### src/inc/cdb_pkg.sv
// Shared constants for the character display bus controller.
// Assumes a single system clock; all timing is counted in those clocks.
package cdb_pkg;
  // Register byte offsets on the peripheral bus.
  localparam logic [11:0] CDB_OFS_CFG = 12'h000;
  localparam logic [11:0] CDB_OFS_RD = 12'h004;
  localparam logic [11:0] CDB_OFS_WR = 12'h008;
  // Configuration field positions.
  localparam int CDB_CFG_ACT_HI = 31;
  localparam int CDB_CFG_ACT_LO = 24;
  localparam int CDB_CFG_INACT_HI = 23;
  localparam int CDB_CFG_INACT_LO = 16;
  localparam int CDB_CFG_SETUP_HI = 15;
  localparam int CDB_CFG_SETUP_LO = 12;
  localparam int CDB_CFG_HOLD_HI = 11;
  localparam int CDB_CFG_HOLD_LO = 8;
  localparam int CDB_CFG_DMA_BIT = 2;
  localparam int CDB_CFG_WIDTH_BIT = 1;
  localparam int CDB_CFG_POL_BIT = 0;
  // Command register field positions.
  localparam int CDB_CMD_BIT = 9;
  localparam int CDB_RS_BIT = 8;
  // Values after reset, and the configuration write mask.
  localparam logic [31:0] CDB_CFG_RESET = 32'hffffff00;
  localparam logic [31:0] CDB_CFG_WMASK = 32'hffffff07;
  localparam logic [8:0] CDB_WR_RESET = 9'h000;
  localparam logic [7:0] CDB_BYTE_RESET = 8'h00;
  // Cycle multipliers for the strobe intervals.
  localparam logic [13:0] CDB_ACT_MUL = 14'h0002;
  localparam logic [13:0] CDB_INACT_MUL = 14'h0020;
  localparam logic [13:0] CDB_CNT_ONE = 14'h0001;
  // Depth of the write command buffer.
  localparam int CDB_FIFO_DEPTH = 4;
  localparam int CDB_ENTRY_W = 9;

  typedef enum logic [4:0] {
    CDB_IDLE = 5'h01,
    CDB_SETUP = 5'h02,
    CDB_ACTIVE = 5'h04,
    CDB_HOLD = 5'h08,
    CDB_INACT = 5'h10
  } cdb_state_t;
endpackage : cdb_pkg

### src/inc/cdb_if.sv
// Valid/ready stream carrier between the controller and its write buffer.
// Assumes both ends run on the same clock.
`timescale 1ns/1ps
interface cdb_if #(
  parameter int W = 9
);
  logic in_valid;
  logic in_ready;
  logic [W-1:0] in_data;
  logic out_valid;
  logic out_ready;
  logic [W-1:0] out_data;
  modport buffer (input in_valid, input in_data, output in_ready,
                  output out_valid, output out_data, input out_ready);
  modport user (output in_valid, output in_data, input in_ready,
                input out_valid, input out_data, output out_ready);
endinterface : cdb_if

### src/verilog/cdb_fifo.sv
// Small synchronous FIFO with valid/ready on both sides.
// Assumes one clock and a synchronous active-high reset.
`timescale 1ns/1ps
module cdb_fifo #(
  parameter int W = 9,
  parameter int DEPTH = 4
) (
  input wire logic clk,
  input wire logic srst,
  cdb_if.buffer port
);
  localparam int AW = $clog2(DEPTH);
  logic [W-1:0] mem [DEPTH];
  logic [AW-1:0] wptr;
  logic [AW-1:0] rptr;
  logic [AW:0] count;
  wire push = port.in_valid && port.in_ready;
  wire pop = port.out_valid && port.out_ready;

  assign port.in_ready = (count != DEPTH[AW:0]);
  assign port.out_valid = (count != '0);
  assign port.out_data = mem[rptr];

  always_ff @(posedge clk)
  begin
    if (push)
      mem[wptr] <= port.in_data;
  end

  always_ff @(posedge clk)
  begin
    if (srst)
    begin
      wptr <= '0;
      rptr <= '0;
      count <= '0;
    end
    else
    begin
      if (push)
        wptr <= (wptr == AW'(DEPTH - 1)) ? '0 : wptr + 1'b1;
      if (pop)
        rptr <= (rptr == AW'(DEPTH - 1)) ? '0 : rptr + 1'b1;
      count <= count + {{AW{1'b0}}, push} - {{AW{1'b0}}, pop};
    end
  end
endmodule : cdb_fifo

### src/verilog/cdb_top.sv
// Character display bus controller: peripheral bus registers and display cycle engine.
// Assumes an APB master on CLK and an external display module on the data pins.
//
// How it works
// - Writes run automatically when pending and no read pending; reads go first.
// - A pending read command launches a display read cycle.
// - Configuration bit 0 picks strobe active level, set means high.
// - In 8-bit width each command is one 8-bit transfer.
// - In 4-bit width, two transfers, upper nibble first, on data lines 7:4.
// - With DMA enabled, request asserted whenever no write command is pending.
// - Strobe active lasts 2 x (field+1) clocks, field at bits 31:24.
// - Strobe inactive lasts at least 32 x (field+1) clocks, field at 23:16.
// - Select and data are stable (field+1) clocks before strobe activates.
// - Select and data are held (field+1) clocks after strobe deactivates.
// - Configuration bit 1 selects 8-bit width when set, 4-bit when clear.
// - Read command bit 9 starts a read, reads 1 until done, then clears.
// - During a read, the select pin follows read register bit 8.
// - Captured read byte is stored in read register bits 7:0.
// - Write command bit 9 marks a pending write, clears when done.
// - During a write, the select pin follows write register bit 8.
// - During a write, write register bits 7:0 drive the data pins.
`timescale 1ns/1ps
module cdb_top (
  // Clock and reset
  input wire logic CLK,
  input wire logic SRST,
  // APB slave
  input wire logic PSEL,
  input wire logic PENABLE,
  input wire logic PWRITE,
  input wire logic [11:0] PADDR,
  input wire logic [31:0] PWDATA,
  output logic [31:0] PRDATA,
  output logic PREADY,
  output logic PSLVERR,
  // DMA request
  output logic DMA_REQ,
  // Display pins
  output logic DISPLAY_STROBE,
  output logic REGISTER_SELECT_LINE,
  output logic [7:0] DISPLAY_DATA_PINS_O,
  output logic DISPLAY_DATA_PINS_OE,
  input wire logic [7:0] DISPLAY_DATA_PINS_I
);
  import cdb_pkg::*;

  // Register state.
  logic [31:0] cfg;
  logic rd_cmd;
  logic rd_rs;
  logic [7:0] display_byte;
  logic [8:0] wr_shadow;

  // Engine state.
  cdb_state_t state;
  cdb_state_t next_state;
  logic [13:0] cnt;
  logic [13:0] next_cnt;
  logic op_read;
  logic op_rs;
  logic [7:0] op_data;
  logic second_nibble;
  logic wr_busy;

  // Synchroniser for the display data inputs.
  logic [7:0] din_meta;
  logic [7:0] din_sync;

  // Write command buffer.
  cdb_if #(.W(CDB_ENTRY_W)) wq ();

  cdb_fifo #(
    .W(CDB_ENTRY_W),
    .DEPTH(CDB_FIFO_DEPTH)
  ) u_wq (
    .clk(CLK),
    .srst(SRST),
    .port(wq)
  );

  // Configuration decode.
  wire pol = cfg[CDB_CFG_POL_BIT];
  wire wide = cfg[CDB_CFG_WIDTH_BIT];
  wire dma_en = cfg[CDB_CFG_DMA_BIT];
  wire [13:0] setup_len = {10'h000, cfg[CDB_CFG_SETUP_HI:CDB_CFG_SETUP_LO]} + CDB_CNT_ONE;
  wire [13:0] hold_len = {10'h000, cfg[CDB_CFG_HOLD_HI:CDB_CFG_HOLD_LO]} + CDB_CNT_ONE;
  wire [13:0] act_field = {6'h00, cfg[CDB_CFG_ACT_HI:CDB_CFG_ACT_LO]} + CDB_CNT_ONE;
  wire [13:0] inact_field = {6'h00, cfg[CDB_CFG_INACT_HI:CDB_CFG_INACT_LO]} + CDB_CNT_ONE;
  wire [27:0] act_prod = act_field * CDB_ACT_MUL;
  wire [27:0] inact_prod = inact_field * CDB_INACT_MUL;
  wire [13:0] act_len = act_prod[13:0];
  wire [13:0] inact_len = inact_prod[13:0];

  // Bus decode. Answers take one wait state so that read data come from a register.
  wire access = PSEL && PENABLE && !PREADY;
  wire hit_cfg = (PADDR == CDB_OFS_CFG);
  wire hit_rd = (PADDR == CDB_OFS_RD);
  wire hit_wr = (PADDR == CDB_OFS_WR);
  wire mapped = hit_cfg || hit_rd || hit_wr;
  wire bus_wr = access && PWRITE;
  wire wr_cfg = bus_wr && hit_cfg;
  wire wr_rd = bus_wr && hit_rd;
  wire wr_wr = bus_wr && hit_wr;
  // A command written while one is still set is dropped; software must poll first.
  wire wr_pending = wq.out_valid || wr_busy;
  wire rd_start = wr_rd && PWDATA[CDB_CMD_BIT] && !rd_cmd;
  wire wr_push_req = wr_wr && PWDATA[CDB_CMD_BIT] && !wr_pending;
  wire [31:0] rd_mux = hit_cfg ? cfg :
                       hit_rd ? {22'h000000, rd_cmd, rd_rs, display_byte} :
                       hit_wr ? {22'h000000, wr_pending, wr_shadow} : 32'h00000000;

  assign wq.in_valid = wr_push_req;
  assign wq.in_data = PWDATA[8:0];

  // Engine decode.
  wire cnt_done = (cnt == CDB_CNT_ONE);
  wire last_nibble = wide || second_nibble;
  wire start_read = (state == CDB_IDLE) && rd_cmd;
  wire start_write = (state == CDB_IDLE) && !rd_cmd && wq.out_valid;
  wire done = (state == CDB_INACT) && cnt_done && last_nibble;
  // The queue is drained only when the engine can take the entry; a busy engine stalls it.
  assign wq.out_ready = start_write;
  wire [7:0] wq_byte = wq.out_data[7:0];
  wire wq_rs = wq.out_data[CDB_RS_BIT];
  // Narrow mode moves the low nibble up for the second transfer.
  wire [7:0] pin_byte = wide ? op_data :
                        second_nibble ? {op_data[3:0], 4'h0} : {op_data[7:4], 4'h0};
  wire [7:0] cap_byte = wide ? din_sync :
                        second_nibble ? {display_byte[7:4], din_sync[7:4]} :
                        {din_sync[7:4], display_byte[3:0]};
  wire drive_bus = !op_read && ((state == CDB_SETUP) || (state == CDB_ACTIVE) ||
                                (state == CDB_HOLD));
  // The strobe lags the state by one clock, as select and data do, so every interval keeps its full length.
  wire strobe_on = (state == CDB_ACTIVE);

  // Sequencer: setup, active, hold, inactive for every transfer.
  always_comb
  begin
    next_state = state;
    next_cnt = cnt;
    case (state)
      CDB_IDLE:
      begin
        if (start_read || start_write)
        begin
          next_state = CDB_SETUP;
          next_cnt = setup_len;
        end
      end
      CDB_SETUP:
      begin
        if (cnt_done)
        begin
          next_state = CDB_ACTIVE;
          next_cnt = act_len;
        end
        else
          next_cnt = cnt - CDB_CNT_ONE;
      end
      CDB_ACTIVE:
      begin
        if (cnt_done)
        begin
          next_state = CDB_HOLD;
          next_cnt = hold_len;
        end
        else
          next_cnt = cnt - CDB_CNT_ONE;
      end
      CDB_HOLD:
      begin
        if (cnt_done)
        begin
          next_state = CDB_INACT;
          next_cnt = inact_len;
        end
        else
          next_cnt = cnt - CDB_CNT_ONE;
      end
      CDB_INACT:
      begin
        if (cnt_done && last_nibble)
        begin
          next_state = CDB_IDLE;
          next_cnt = CDB_CNT_ONE;
        end
        else if (cnt_done)
        begin
          next_state = CDB_SETUP;
          next_cnt = setup_len;
        end
        else
          next_cnt = cnt - CDB_CNT_ONE;
      end
      default:
      begin
        next_state = CDB_IDLE;
        next_cnt = CDB_CNT_ONE;
      end
    endcase
  end

  always_ff @(posedge CLK)
  begin
    if (SRST)
    begin
      state <= CDB_IDLE;
      cnt <= CDB_CNT_ONE;
    end
    else
    begin
      state <= next_state;
      cnt <= next_cnt;
    end
  end

  // Operation latched at launch so that command register writes cannot disturb a cycle; configuration is used live.
  always_ff @(posedge CLK)
  begin
    if (SRST)
    begin
      op_read <= 1'b0;
      op_rs <= 1'b0;
      op_data <= CDB_BYTE_RESET;
      wr_busy <= 1'b0;
    end
    else if (start_read)
    begin
      op_read <= 1'b1;
      op_rs <= rd_rs;
      wr_busy <= 1'b0;
    end
    else if (start_write)
    begin
      op_read <= 1'b0;
      op_rs <= wq_rs;
      op_data <= wq_byte;
      wr_busy <= 1'b1;
    end
    else if (done)
      wr_busy <= 1'b0;
  end

  always_ff @(posedge CLK)
  begin
    if (SRST)
      second_nibble <= 1'b0;
    else if (state == CDB_IDLE)
      second_nibble <= 1'b0;
    else if ((state == CDB_INACT) && cnt_done && !wide)
      second_nibble <= 1'b1;
  end

  // Two flip-flops before the read data reach any logic.
  always_ff @(posedge CLK)
  begin
    if (SRST)
    begin
      din_meta <= CDB_BYTE_RESET;
      din_sync <= CDB_BYTE_RESET;
    end
    else
    begin
      din_meta <= DISPLAY_DATA_PINS_I;
      din_sync <= din_meta;
    end
  end

  // Configuration register.
  always_ff @(posedge CLK)
  begin
    if (SRST)
      cfg <= CDB_CFG_RESET;
    else if (wr_cfg)
      cfg <= PWDATA & CDB_CFG_WMASK;
  end

  // Read command register; data are sampled in the last clock of the active state.
  always_ff @(posedge CLK)
  begin
    if (SRST)
    begin
      rd_cmd <= 1'b0;
      rd_rs <= 1'b0;
      display_byte <= CDB_BYTE_RESET;
    end
    else
    begin
      if (rd_start)
        rd_cmd <= 1'b1;
      else if (done && op_read)
        rd_cmd <= 1'b0;
      if (wr_rd && !rd_cmd)
        rd_rs <= PWDATA[CDB_RS_BIT];
      if (op_read && (state == CDB_ACTIVE) && cnt_done)
        display_byte <= cap_byte;
    end
  end

  // Write register shadow, read back by software.
  always_ff @(posedge CLK)
  begin
    if (SRST)
      wr_shadow <= CDB_WR_RESET;
    else if (wr_wr && !wr_pending)
      wr_shadow <= PWDATA[8:0];
  end

  // Bus answer.
  always_ff @(posedge CLK)
  begin
    if (SRST)
    begin
      PREADY <= 1'b0;
      PRDATA <= 32'h00000000;
      PSLVERR <= 1'b0;
    end
    else
    begin
      PREADY <= access;
      PRDATA <= (access && !PWRITE) ? rd_mux : 32'h00000000;
      PSLVERR <= access && !mapped;
    end
  end

  // Registered pin drivers.
  always_ff @(posedge CLK)
  begin
    if (SRST)
    begin
      DISPLAY_STROBE <= 1'b1;
      REGISTER_SELECT_LINE <= 1'b0;
      DISPLAY_DATA_PINS_O <= CDB_BYTE_RESET;
      DISPLAY_DATA_PINS_OE <= 1'b0;
      DMA_REQ <= 1'b0;
    end
    else
    begin
      DISPLAY_STROBE <= strobe_on ? pol : !pol;
      REGISTER_SELECT_LINE <= op_rs;
      DISPLAY_DATA_PINS_O <= pin_byte;
      DISPLAY_DATA_PINS_OE <= drive_bus;
      DMA_REQ <= dma_en && !wr_pending && !wr_push_req;
    end
  end
endmodule : cdb_top
### config.mk
export PLATFORM = sky130hd
export DESIGN_NAME = cdb_top
export DESIGN_NICKNAME = d
export VERILOG_FILES = /design/src/inc/cdb_pkg.sv /design/src/inc/cdb_if.sv /design/src/verilog/cdb_fifo.sv /design/src/verilog/cdb_top.sv
export SDC_FILE = /design/constraint.sdc
export NUM_CORES = 1
export LEC_CHECK = 0
export BUFFER_PORTS_ARGS = -buffer_cell sky130_fd_sc_hd__buf_2
export CAP_MARGIN = 20
export CORE_MARGIN = 2
export CORE_UTILIZATION = 30
export CTS_CLUSTER_SIZE = 40
export DETAILED_ROUTE_END_ITERATION = 10
export SYNTH_ARGS = -nofsm -noshare
export SYNTH_HDL_FRONTEND = slang
export SYNTH_HIERARCHICAL = 1
export SYNTH_SLANG_ARGS = --single-unit
export TNS_END_PERCENT = 1
### constraint.sdc
create_clock -name CLK -period 3.7 [get_ports CLK]
set_clock_uncertainty 0.1 [all_clocks]
set_input_delay 0.37 -clock CLK [delete_from_list [all_inputs] [get_ports CLK]]
set_output_delay 0.37 -clock CLK [all_outputs]
set_load 0.02 [all_outputs]
* Word level (Yosys, flattened, before mapping)
Memory sizes are Yosys's and may differ from the RTL's. A register that Yosys moved wholly into a read port is not among the register bits.
Index checks and enable logic that the tools add are counted.
W data, S select, Z words.
** Storage, ports and cells
- Register bits :: 146
- RAM bits :: 36
- Input bits :: 57
- Memories :: 1
** Operators by class
- Add/subtract/negate cells :: 9
- Equal/unequal tests :: 17
- Muxes and demuxes :: 36
- Bitwise logic cells :: 2
- Reductions and logical operators :: 59
** Memories
- u_wq.mem :: words 4, width 9, read ports 1, clocked after memory_dff 1, write ports 1, RTL line cdb_fifo.sv:13 : logic [W-1:0] mem [DEPTH];
** Operators by type and width (count)
- $mux W14 :: 6
- $pmux W14 S5 :: 1
- $mux W32 :: 1
- $mux W8 :: 4
- $mux W5 :: 6
- $logic_and A1 B1 Y1 :: 29
- $pmux W5 S5 :: 1
- $mux W10 :: 2
- $add A8 B1 Y9 const B :: 2
- $eq A14 B1 Y1 const B :: 1
- $sub A14 B1 Y14 const B :: 1
- $eq A12 B3 Y1 const B :: 1
- $eq A12 B4 Y1 const B :: 1
- $logic_not A12 Y1 :: 1
- $mux W1 :: 11
- $add A4 B1 Y5 const B :: 2
- $logic_not A1 Y1 :: 9
- $mux W2 :: 4
- $ne A2 B2 Y1 const B :: 4
- $reduce_bool A2 Y1 :: 4
- $logic_or A1 B1 Y1 :: 7
- $reduce_and A2 Y1 :: 3
- $reduce_or A2 Y1 :: 3
- $eq A5 B1 Y1 const B :: 1
- 15 further kinds :: 18

* Depth between registers and ports, before layout
Gate-level depths: netlist of the first run.
- Depth after elaboration :: 9
- Gate-level depth with buffers :: 17
- Depth with buffers taken out :: 14

* Modules after synthesis
Netlist of the first run, hierarchy kept.
** Modules (own cells, without submodules)
- cdb_top :: times used 1, cells an instance 670, area an instance 5856.9 um2, sequential area each 2782.7 um2
- cdb_fifo :: times used 1, cells an instance 96, area an instance 1775.5 um2, sequential area each 1261.2 um2

* Worst setup path before layout of the first run
OpenSTA, ideal clock, no wires.
- Path kind :: register -> register
- From :: register state[1]
- To :: register u_wq.count[2]
- Library setup time :: 78 ps
- Arrival :: 3206 ps
- Data required time :: 3522 ps
- Setup slack :: 317 ps
- Stages on the path, launching flop included :: 18
- Path buffers :: 3
- Cell sequence :: dfxtp_1 > clkbuf_1 > nor3_1 > and2_1 > clkbuf_1 > nand3b_1 > clkbuf_1 > inv_1 > o31ai_1 > inv_1 > ha_1 > inv_1 > ha_1 > inv_1 > fa_1 > xor2_1 > and2_2 > nor3_1
** On the way
- Word-level cells in the longest chain between the ends :: 5
** RTL lines
- start, declared :: RTL line cdb_top.sv:55 : cdb_state_t state;
- start signal, assigned :: RTL line cdb_top.sv:212 : state <= next_state;
- $eq A5 B1 Y1 :: RTL line cdb_top.sv:119 : wire start_write = (state == CDB_IDLE) && !rd_cmd && wq.out_valid;
- $logic_and A1 B1 Y1 (2 in series) :: RTL line cdb_top.sv:119
- net start_write :: RTL line cdb_top.sv:119
- $logic_and A1 B1 Y1 :: RTL line cdb_fifo.sv:18 : wire pop = port.out_valid && port.out_ready;
- $sub A3 B1 Y3 :: RTL line cdb_fifo.sv:44 : count <= count + {{AW{1'b0}}, push} - {{AW{1'b0}}, pop};
- end signal, assigned :: RTL line cdb_fifo.sv:44
- end, declared :: RTL line cdb_fifo.sv:16 : logic [AW:0] count;
The timed path passes the listed nets, and every way through them passes these cells.
A chain may end at the register's enable or synchronous reset.

* Worst setup path in the final report of the first run
- From :: register u_wq.count[1]
- To :: register u_wq.count[2]
** On the way
- Word-level cells in the longest chain between the ends :: 7
** RTL lines
- $reduce_bool A3 Y1 :: RTL line cdb_fifo.sv:21 : assign port.out_valid = (count != '0);
- net wq.out_valid :: RTL line cdb_if.sv:10 : logic out_valid;
- $logic_or A1 B1 Y1 :: RTL line cdb_top.sv:105 : wire wr_pending = wq.out_valid || wr_busy;
- $logic_not A1 Y1 :: RTL line cdb_top.sv:107 : wire wr_push_req = wr_wr && PWDATA[CDB_CMD_BIT] && !wr_pending;
- $logic_and A1 B1 Y1 :: RTL line cdb_top.sv:107
- net wq.in_valid :: RTL line cdb_if.sv:7 : logic in_valid;
- $logic_and A1 B1 Y1 :: RTL line cdb_fifo.sv:17 : wire push = port.in_valid && port.in_ready;
- $add A3 B1 Y3 :: RTL line cdb_fifo.sv:44
- $sub A3 B1 Y3 :: RTL line cdb_fifo.sv:44
The timed path passes the listed nets, and every way through them passes these cells.

==> impl_metrics.tcl, run 1 <==
set metrics [dict create \
    outcome "finished clean" \
    postSynth.asyncResetShare_pct 0 \
    yosysTopAreaCell "sky130_fd_sc_hd__dfxtp_1" \
    yosysSeqAreaShare_pct 53.0 \
    power.density_nw_per_um2 438 \
    yosys_warnings 6 \
    yosys-top-cells-area "sky130_fd_sc_hd__dfxtp_1 39%, sky130_fd_sc_hd__edfxtp_1 14%, sky130_fd_sc_hd__nand2_1 4.7%" \
    route.detailed.drc 0 \
    cts.repair_timing.setup_buffer_count 0 \
    clkLatencyLatePin_ns 0.43 \
    final_core_utilization_pct 36.2 \
    cts.path.max_buffers 2 \
    finalWirelength_um 19300 \
    top_count_cell_post_synth "sky130_fd_sc_hd__dfxtp_1" \
    synth.top_cell.area_share_pct 38.8 \
    switching_share_pct 22.3 \
    max_cap_viol_count 0 \
    period_share_pct 89.3 \
    cts_resized 0 \
    crit_path_max_fanout 8 \
    io_buffers 102 \
    vias 5989 \
    synth_area_per_inst_um2 9.96 \
    detail_route.vias_per_cell 4.97 \
    power.clock.fraction_pct 46.4 \
    global_route.usage.total_pct 14.6 \
    grt_overflow 0 \
    peakVddDrop_mv 0.254 \
    grt_max_degree 65 \
    total_leakage_power_nw 3.65 \
    die_width_um 164 \
    finalNetCount 934 \
    hold_path_class "input port to flip-flop" \
    hold_bufs_at_cts 0 \
    postRouteAntennaNets 0 \
    synth_common_cells "148 x sky130_fd_sc_hd__dfxtp_1, 96 x sky130_fd_sc_hd__nand2_1, 56 x sky130_fd_sc_hd__nor2_1, 50 x sky130_fd_sc_hd__nand3_1, 36 x sky130_fd_sc_hd__edfxtp_1" \
    core_area_um2 25100 \
    wl_met1_um 9010 \
    routed.top_layer "met5" \
    path_class "flip-flop to flip-flop" \
    die-height_um 164 \
    grt_pass1_wl_um 30500 \
    detailedPlacementHpwl_um 13800 \
    synth_cells 766 \
    critical_path.endpoint_type "flip-flop" \
    detail_route.wl_per_cell_um 16.0 \
    setup_viol 0 \
    fp.dieArea_um2 26700 \
    clock-root-buffer "sky130_fd_sc_hd__clkbuf_16" \
    synthesis.nets 837 \
    unrepaired_setup_endpoints_after_global_routing "false" \
    final.setup.tns_ns 0 \
    placementRows 58 \
    ys_dominant_reg_cell "sky130_fd_sc_hd__dfxtp_1" \
    power.share.combinational_pct 2.1 \
    ys_types 65 \
    drt_first_pass_iters 7 \
    slew_violations 0 \
    power_switching_uw 887 \
    ctsHtreeMaxLevel 4 \
    yosys_register_bits 184 \
    ios 103 \
    max_freq_mhz 303 \
    timing.critical_path.arrival_ns 3.54 \
    cts.sinks 184 \
    detail_route.iter0.violations 389 \
    grt_antenna_before_repair 1 \
    initial_core_util_pct 30.4 \
    cts-buffers-inserted 17 \
    areaGrowthSynthToFinish_pct 19.1 \
    crit_path_start_kind "flip-flop" \
    max_slew_margin_pct 50.4 \
    critical_path_required_ns 3.94 \
    finalWeightedCongestion 0.898 \
    tritoncts "yes" \
    routed-wl-met2_um 8770 \
    wl_met3_um 1150 \
    seq_power_share_pct 51.6 \
    post-route-min-period_ns 3.30 \
    vias_in_the_first_global_route 5596 \
    timing.final.hold_violations 0 \
    worst_setup_hold_path_clk_slew_ns 0.07 \
    layout.filler_cells 2569 \
    edff_count_synth 36 \
    p_int_mw 3.09 \
    insertedDiodeCount 0 \
    worst_pin_slew_ns 0.738 \
    synthesized_area_um2 7630 \
    final_layout_size_suffix_gt1_share_pct 20.5 \
]
-- layer usage --
| metal | vias up | GRT usage, % |
|---|---|---|
| li1 | 2918 | - |
| met1 | 2870 | 20.0 |
| met5 | - | 0 |
| met4 | 2 | 5.14 |
| met3 | 27 | 3.15 |
| met2 | 172 | 22.8 |
-- metrics by stage --
| stage | power [mW] | cell area [µm²] | worst slack (ns) | std cells | hold WS, ns |
|---|---|---|---|---|---|
| detailed placement | 2.18 | 8490 | 0.287 | 1174 | 0.329 |
| global route | 4.11 | 9090 | 0.231 | 1206 | 0.0500 |
| finish | 3.98 | 9090 | 0.398 | 1206 | 0.0432 |
| floorplan | 2.13 | 7630 | 0.317 | 766 | 0.314 |
| CTS | 4.02 | 9090 | 0.423 | 1206 | 0.0200 |
| global placement | 2.18 | 8490 | 0.351 | 1174 | 0.325 |
-- layout make-up --
| cell class | count | area [µm²] | area share, % |
|---|---|---|---|
| timing repair buffer | 123 | 668 | 7.35 |
| sequential | 184 | 4040 | 44.5 |
| inverter | 15 | 56.3 | 0.619 |
| multi-input combinational | 522 | 3310 | 36.4 |
| clock inverter | 12 | 131 | 1.45 |
| clock buffer | 20 | 468 | 5.15 |
| tap | 330 | 413 | 4.54 |
-- kinds of logic (layout without fill, tap and decap cells) --
family / count (synthesis) / after routing / share of synthesized area, %
adders and majority gates: 14 / 14 / 2.39
buffers and inverters: 60 / 170 / 3.66
muxes: 31 / 31 / 5.54
xor gates and xnor gates: 18 / 18 / 2.07
DFF: 184 / 184 / 53.0
and+or+nand+nor: 344 / 344 / 23.3
AOI/OAI and AO/OA: 115 / 115 / 10.1
-- path summary, 6_finish.rpt --
check / start / to / slack [ns] / depth (start not counted)
worst max register to register: u_wq/count[1] / u_wq/count[2] / 0.40 / 13
worst max-delay path: u_wq/count[1] / u_wq/count[2] / 0.40 / 13
worst min-delay path: DISPLAY_DATA_PINS_I[1] / din_meta[1] / 0.04 / 2
worst min register to register: din_meta[6] / din_sync[6] / 0.34 / 1
-- sequential cells by signal (all words and copies together), names as in the netlist, 2 cells and up, named ones only --
name / count
DISPLAY_DATA_PINS_O: 8
PRDATA: 32
cfg: 27
cnt: 14
din_meta: 8
din_sync: 8
display_byte: 8
op_data: 8
state: 5
u_wq/count: 3
u_wq/mem: 36
u_wq/rptr: 2
u_wq/wptr: 2
wr_shadow: 9
-- cell usage in the layout (no fill, tap or decap), types with 11 or more instances in the layout --
| cell | synthesis | final |
|---|---|---|
| sky130_fd_sc_hd__dfxtp_1 | 148 | 148 |
| sky130_fd_sc_hd__buf_2 | 7 | 102 |
| sky130_fd_sc_hd__nand2_1 | 96 | 96 |
| sky130_fd_sc_hd__nor2_1 | 56 | 56 |
| sky130_fd_sc_hd__nand3_1 | 50 | 50 |
| sky130_fd_sc_hd__edfxtp_1 | 36 | 36 |
| sky130_fd_sc_hd__and2_1 | 30 | 30 |
| sky130_fd_sc_hd__a21oi_1 | 29 | 29 |
| sky130_fd_sc_hd__nor2b_1 | 23 | 23 |
| sky130_fd_sc_hd__mux2i_1 | 22 | 22 |
| sky130_fd_sc_hd__o21ai_0 | 22 | 22 |
| sky130_fd_sc_hd__buf_4 | 0 | 21 |
| sky130_fd_sc_hd__clkbuf_16 | 0 | 18 |
| sky130_fd_sc_hd__nor3_1 | 17 | 17 |
| sky130_fd_sc_hd__inv_1 | 15 | 15 |
| sky130_fd_sc_hd__a22oi_1 | 14 | 14 |
| sky130_fd_sc_hd__ha_1 | 13 | 13 |
| sky130_fd_sc_hd__xor2_1 | 11 | 11 |
-- critical path, cell delays in order, from the launching register on --
cell and delay, ns:
sky130_fd_sc_hd__dfxtp_1 0.37, sky130_fd_sc_hd__or3_2 0.56, sky130_fd_sc_hd__or2_2 0.33, sky130_fd_sc_hd__nor2_1 0.12, sky130_fd_sc_hd__and3_1 0.19, sky130_fd_sc_hd__nand2_1 0.09, sky130_fd_sc_hd__ha_1 0.30, sky130_fd_sc_hd__inv_1 0.06
sky130_fd_sc_hd__ha_1 0.13, sky130_fd_sc_hd__inv_1 0.05, sky130_fd_sc_hd__fa_1 0.38, sky130_fd_sc_hd__xor2_1 0.17, sky130_fd_sc_hd__and2_2 0.20, sky130_fd_sc_hd__nor3_1 0.16
-- power by group through the flow --
stage / Sequential, mW / Combinational [mW] / Clock (mW)
floorplan: 2.10 / 0.0294 / 0
global placement: 2.10 / 0.0821 / 0
detailed placement: 2.10 / 0.0825 / 0
CTS: 2.05 / 0.0829 / 1.88
global route: 2.05 / 0.0897 / 1.97
finish: 2.05 / 0.0820 / 1.85
Power figures use the tool's default switching activity.
==> run 2, diff against run 1 <==
--- a/config.mk
+++ b/config.mk
@@ -7,7 +7,6 @@
 export LEC_CHECK = 0
 export BUFFER_PORTS_ARGS = -buffer_cell sky130_fd_sc_hd__buf_2
 export CAP_MARGIN = 20
-export CORE_MARGIN = 2
 export CORE_UTILIZATION = 30
 export CTS_CLUSTER_SIZE = 40
 export DETAILED_ROUTE_END_ITERATION = 10
==> run 2 against run 1 <==
Against the previous run: count of clock-buffer cells in the layout rose by 1; hold slack better by 0.0021 ns; global-route usage increased by 0.45 points; highest routed layer is now met4; sequential power about the same; combinational power increased by 1%.
==> impl_metrics.tcl, run 2 (synthesis gave the netlist of run 1 again) <==
set metrics [dict create \
    outcome "finished clean" \
    detail_route.vias_per_cell 4.92 \
    clkLatencyLatePin_ns 0.43 \
    crit_path_max_fanout 8 \
    grt_pass1_wl_um 30700 \
    period_share_pct 88.3 \
    timing.critical_path.arrival_ns 3.52 \
    global_route.usage.total_pct 15.1 \
    worst_setup_hold_path_clk_slew_ns 0.07 \
    finalWirelength_um 19100 \
    met3_usage_pct 3.29 \
    post-route-min-period_ns 3.27 \
    insertedDiodeCount 0 \
    max_slew_margin_pct 29.0 \
    worstPathBufferInverterCount 2 \
    cts.path.max_buffers 2 \
    io_buffers 102 \
    detail_route.iter0.violations 477 \
    max_cap_viol_count 0 \
    ctsHtreeMaxLevel 4 \
    critical_path.cell_chain "or3_2 -> or2_2 -> nor2_1 -> and3_1 -> nand2_1 -> ha_1 -> inv_1 -> ha_1 -> inv_1 -> fa_1 -> xor2_1 -> and2_2 -> nor3_1" \
    finalWeightedCongestion 0.887 \
    layout.cells.most_common "sky130_fd_sc_hd__dfxtp_1" \
    final.setup.tns_ns 0 \
    timing.final.hold_violations 0 \
    total_leakage_power_nw 3.63 \
    hold_path_class "input port to flip-flop" \
    final_layout_size_suffix_gt1_share_pct 20.3 \
    cts.repair_timing.setup_buffer_count 0 \
    postRouteAntennaNets 0 \
    grt_overflow 0 \
    cts-buffers-inserted 17 \
    power.density_nw_per_um2 433 \
    clock-root-buffer "sky130_fd_sc_hd__clkbuf_16" \
    layout.filler_cells 2494 \
    setup_viol 0 \
    worst_path_max_delay_cell "sky130_fd_sc_hd__or3_2" \
    critical_path.endpoint_type "flip-flop" \
    tritoncts "yes" \
    detail_route.wl_per_cell_um 15.9 \
    die_width_um 162 \
    initial_core_util_pct 30.5 \
    global_route.peak_usage_layer "met2" \
    areaGrowthSynthToFinish_pct 18.8 \
    slowest_delay_ns 0.56 \
    dp_cells 1172 \
    register_containing_the_most_flip_flops_in_the_final_layout "u_wq/mem" \
    placementRows 58 \
    cts.sinks 184 \
    reg_top3 "u_wq/mem: 36 flops, PRDATA: 32 flops, cfg: 27 flops" \
    grt_max_degree 52 \
    crit_path_start_kind "flip-flop" \
    fp.dieArea_um2 26100 \
    detailedPlacementHpwl_um 13400 \
    max_freq_mhz 306 \
    critical-path-top-delay-family "simple AND/OR/NAND/NOR gates" \
    slew_violations 0 \
    finalNetCount 932 \
    vias 5922 \
    route.detailed.drc 0 \
    vias_in_the_first_global_route 5635 \
    most_frequent_cells_in_the_layout "148 x sky130_fd_sc_hd__dfxtp_1, 102 x sky130_fd_sc_hd__buf_2, 96 x sky130_fd_sc_hd__nand2_1, 56 x sky130_fd_sc_hd__nor2_1, 50 x sky130_fd_sc_hd__nand3_1" \
    die-height_um 162 \
    instances_no_fill 1204 \
    worst_pin_slew_ns 1.06 \
    critical_path_required_ns 3.95 \
    unrepaired_setup_endpoints_after_global_routing "false" \
    peakVddDrop_mv 0.316 \
    largest_reg_flops 36 \
    core_area_um2 25000 \
    groute.layer.met1.usage_pct 21.1 \
    hold_bufs_at_cts 0 \
    grt.met2_usage_pct 23.0 \
    ios 103 \
    grt_antenna_before_repair 1 \
    path_class "flip-flop to flip-flop" \
    cts_resized 0 \
    drt_first_pass_iters 5 \
]
[run 2: per-stage QoR]
stage	utilization [%]	setup WS, ns	instance area (µm²)	hold WS (ns)	power, mW
after floorplan	-	0.317	7630	0.314	2.13
after global placement	33.9	0.372	8480	0.325	2.18
after detailed placement	33.9	0.308	8480	0.324	2.18
after CTS	36.2	0.433	9060	0.0240	3.97
after global routing	36.2	0.225	9060	0.0325	4.08
final	36.2	0.432	9060	0.0453	3.93
[run 2: worst paths after layout]
path | start | to | cells after the start | slack, ns
setup / recovery | u_wq/count[1] | u_wq/count[2] | 13 | 0.43
setup reg to reg | u_wq/count[1] | u_wq/count[2] | 13 | 0.43
hold reg to reg | din_meta[2] | din_sync[2] | 1 | 0.34
hold / removal | DISPLAY_DATA_PINS_I[2] | din_meta[2] | 2 | 0.05
[run 2: per-layer routing]
layer  routed length [µm]  share of wire, %
met3                 1200               6.3
met5                    0                 0
met1                 9090                48
met4                  255               1.3
met2                 8550                45
[run 2: power breakdown]
part / switching [mW] / leakage, nW / internal [mW]
clock: 0.794 / 0.288 / 1.00
sequential: 0.00249 / 1.52 / 2.05
combinational: 0.0504 / 1.83 / 0.0325
[run 2: area by class of cell]
type                    count  area [µm²]  share of cell area (%)
multi-input cells         522        3310                    36.5
well taps                 330         413                    4.56
clock buffers              21         472                    5.20
clock inverters            11         116                    1.28
flip-flops and latches    184        4040                    44.6
repair buffers            121         653                    7.21
inverters                  15        56.3                   0.621
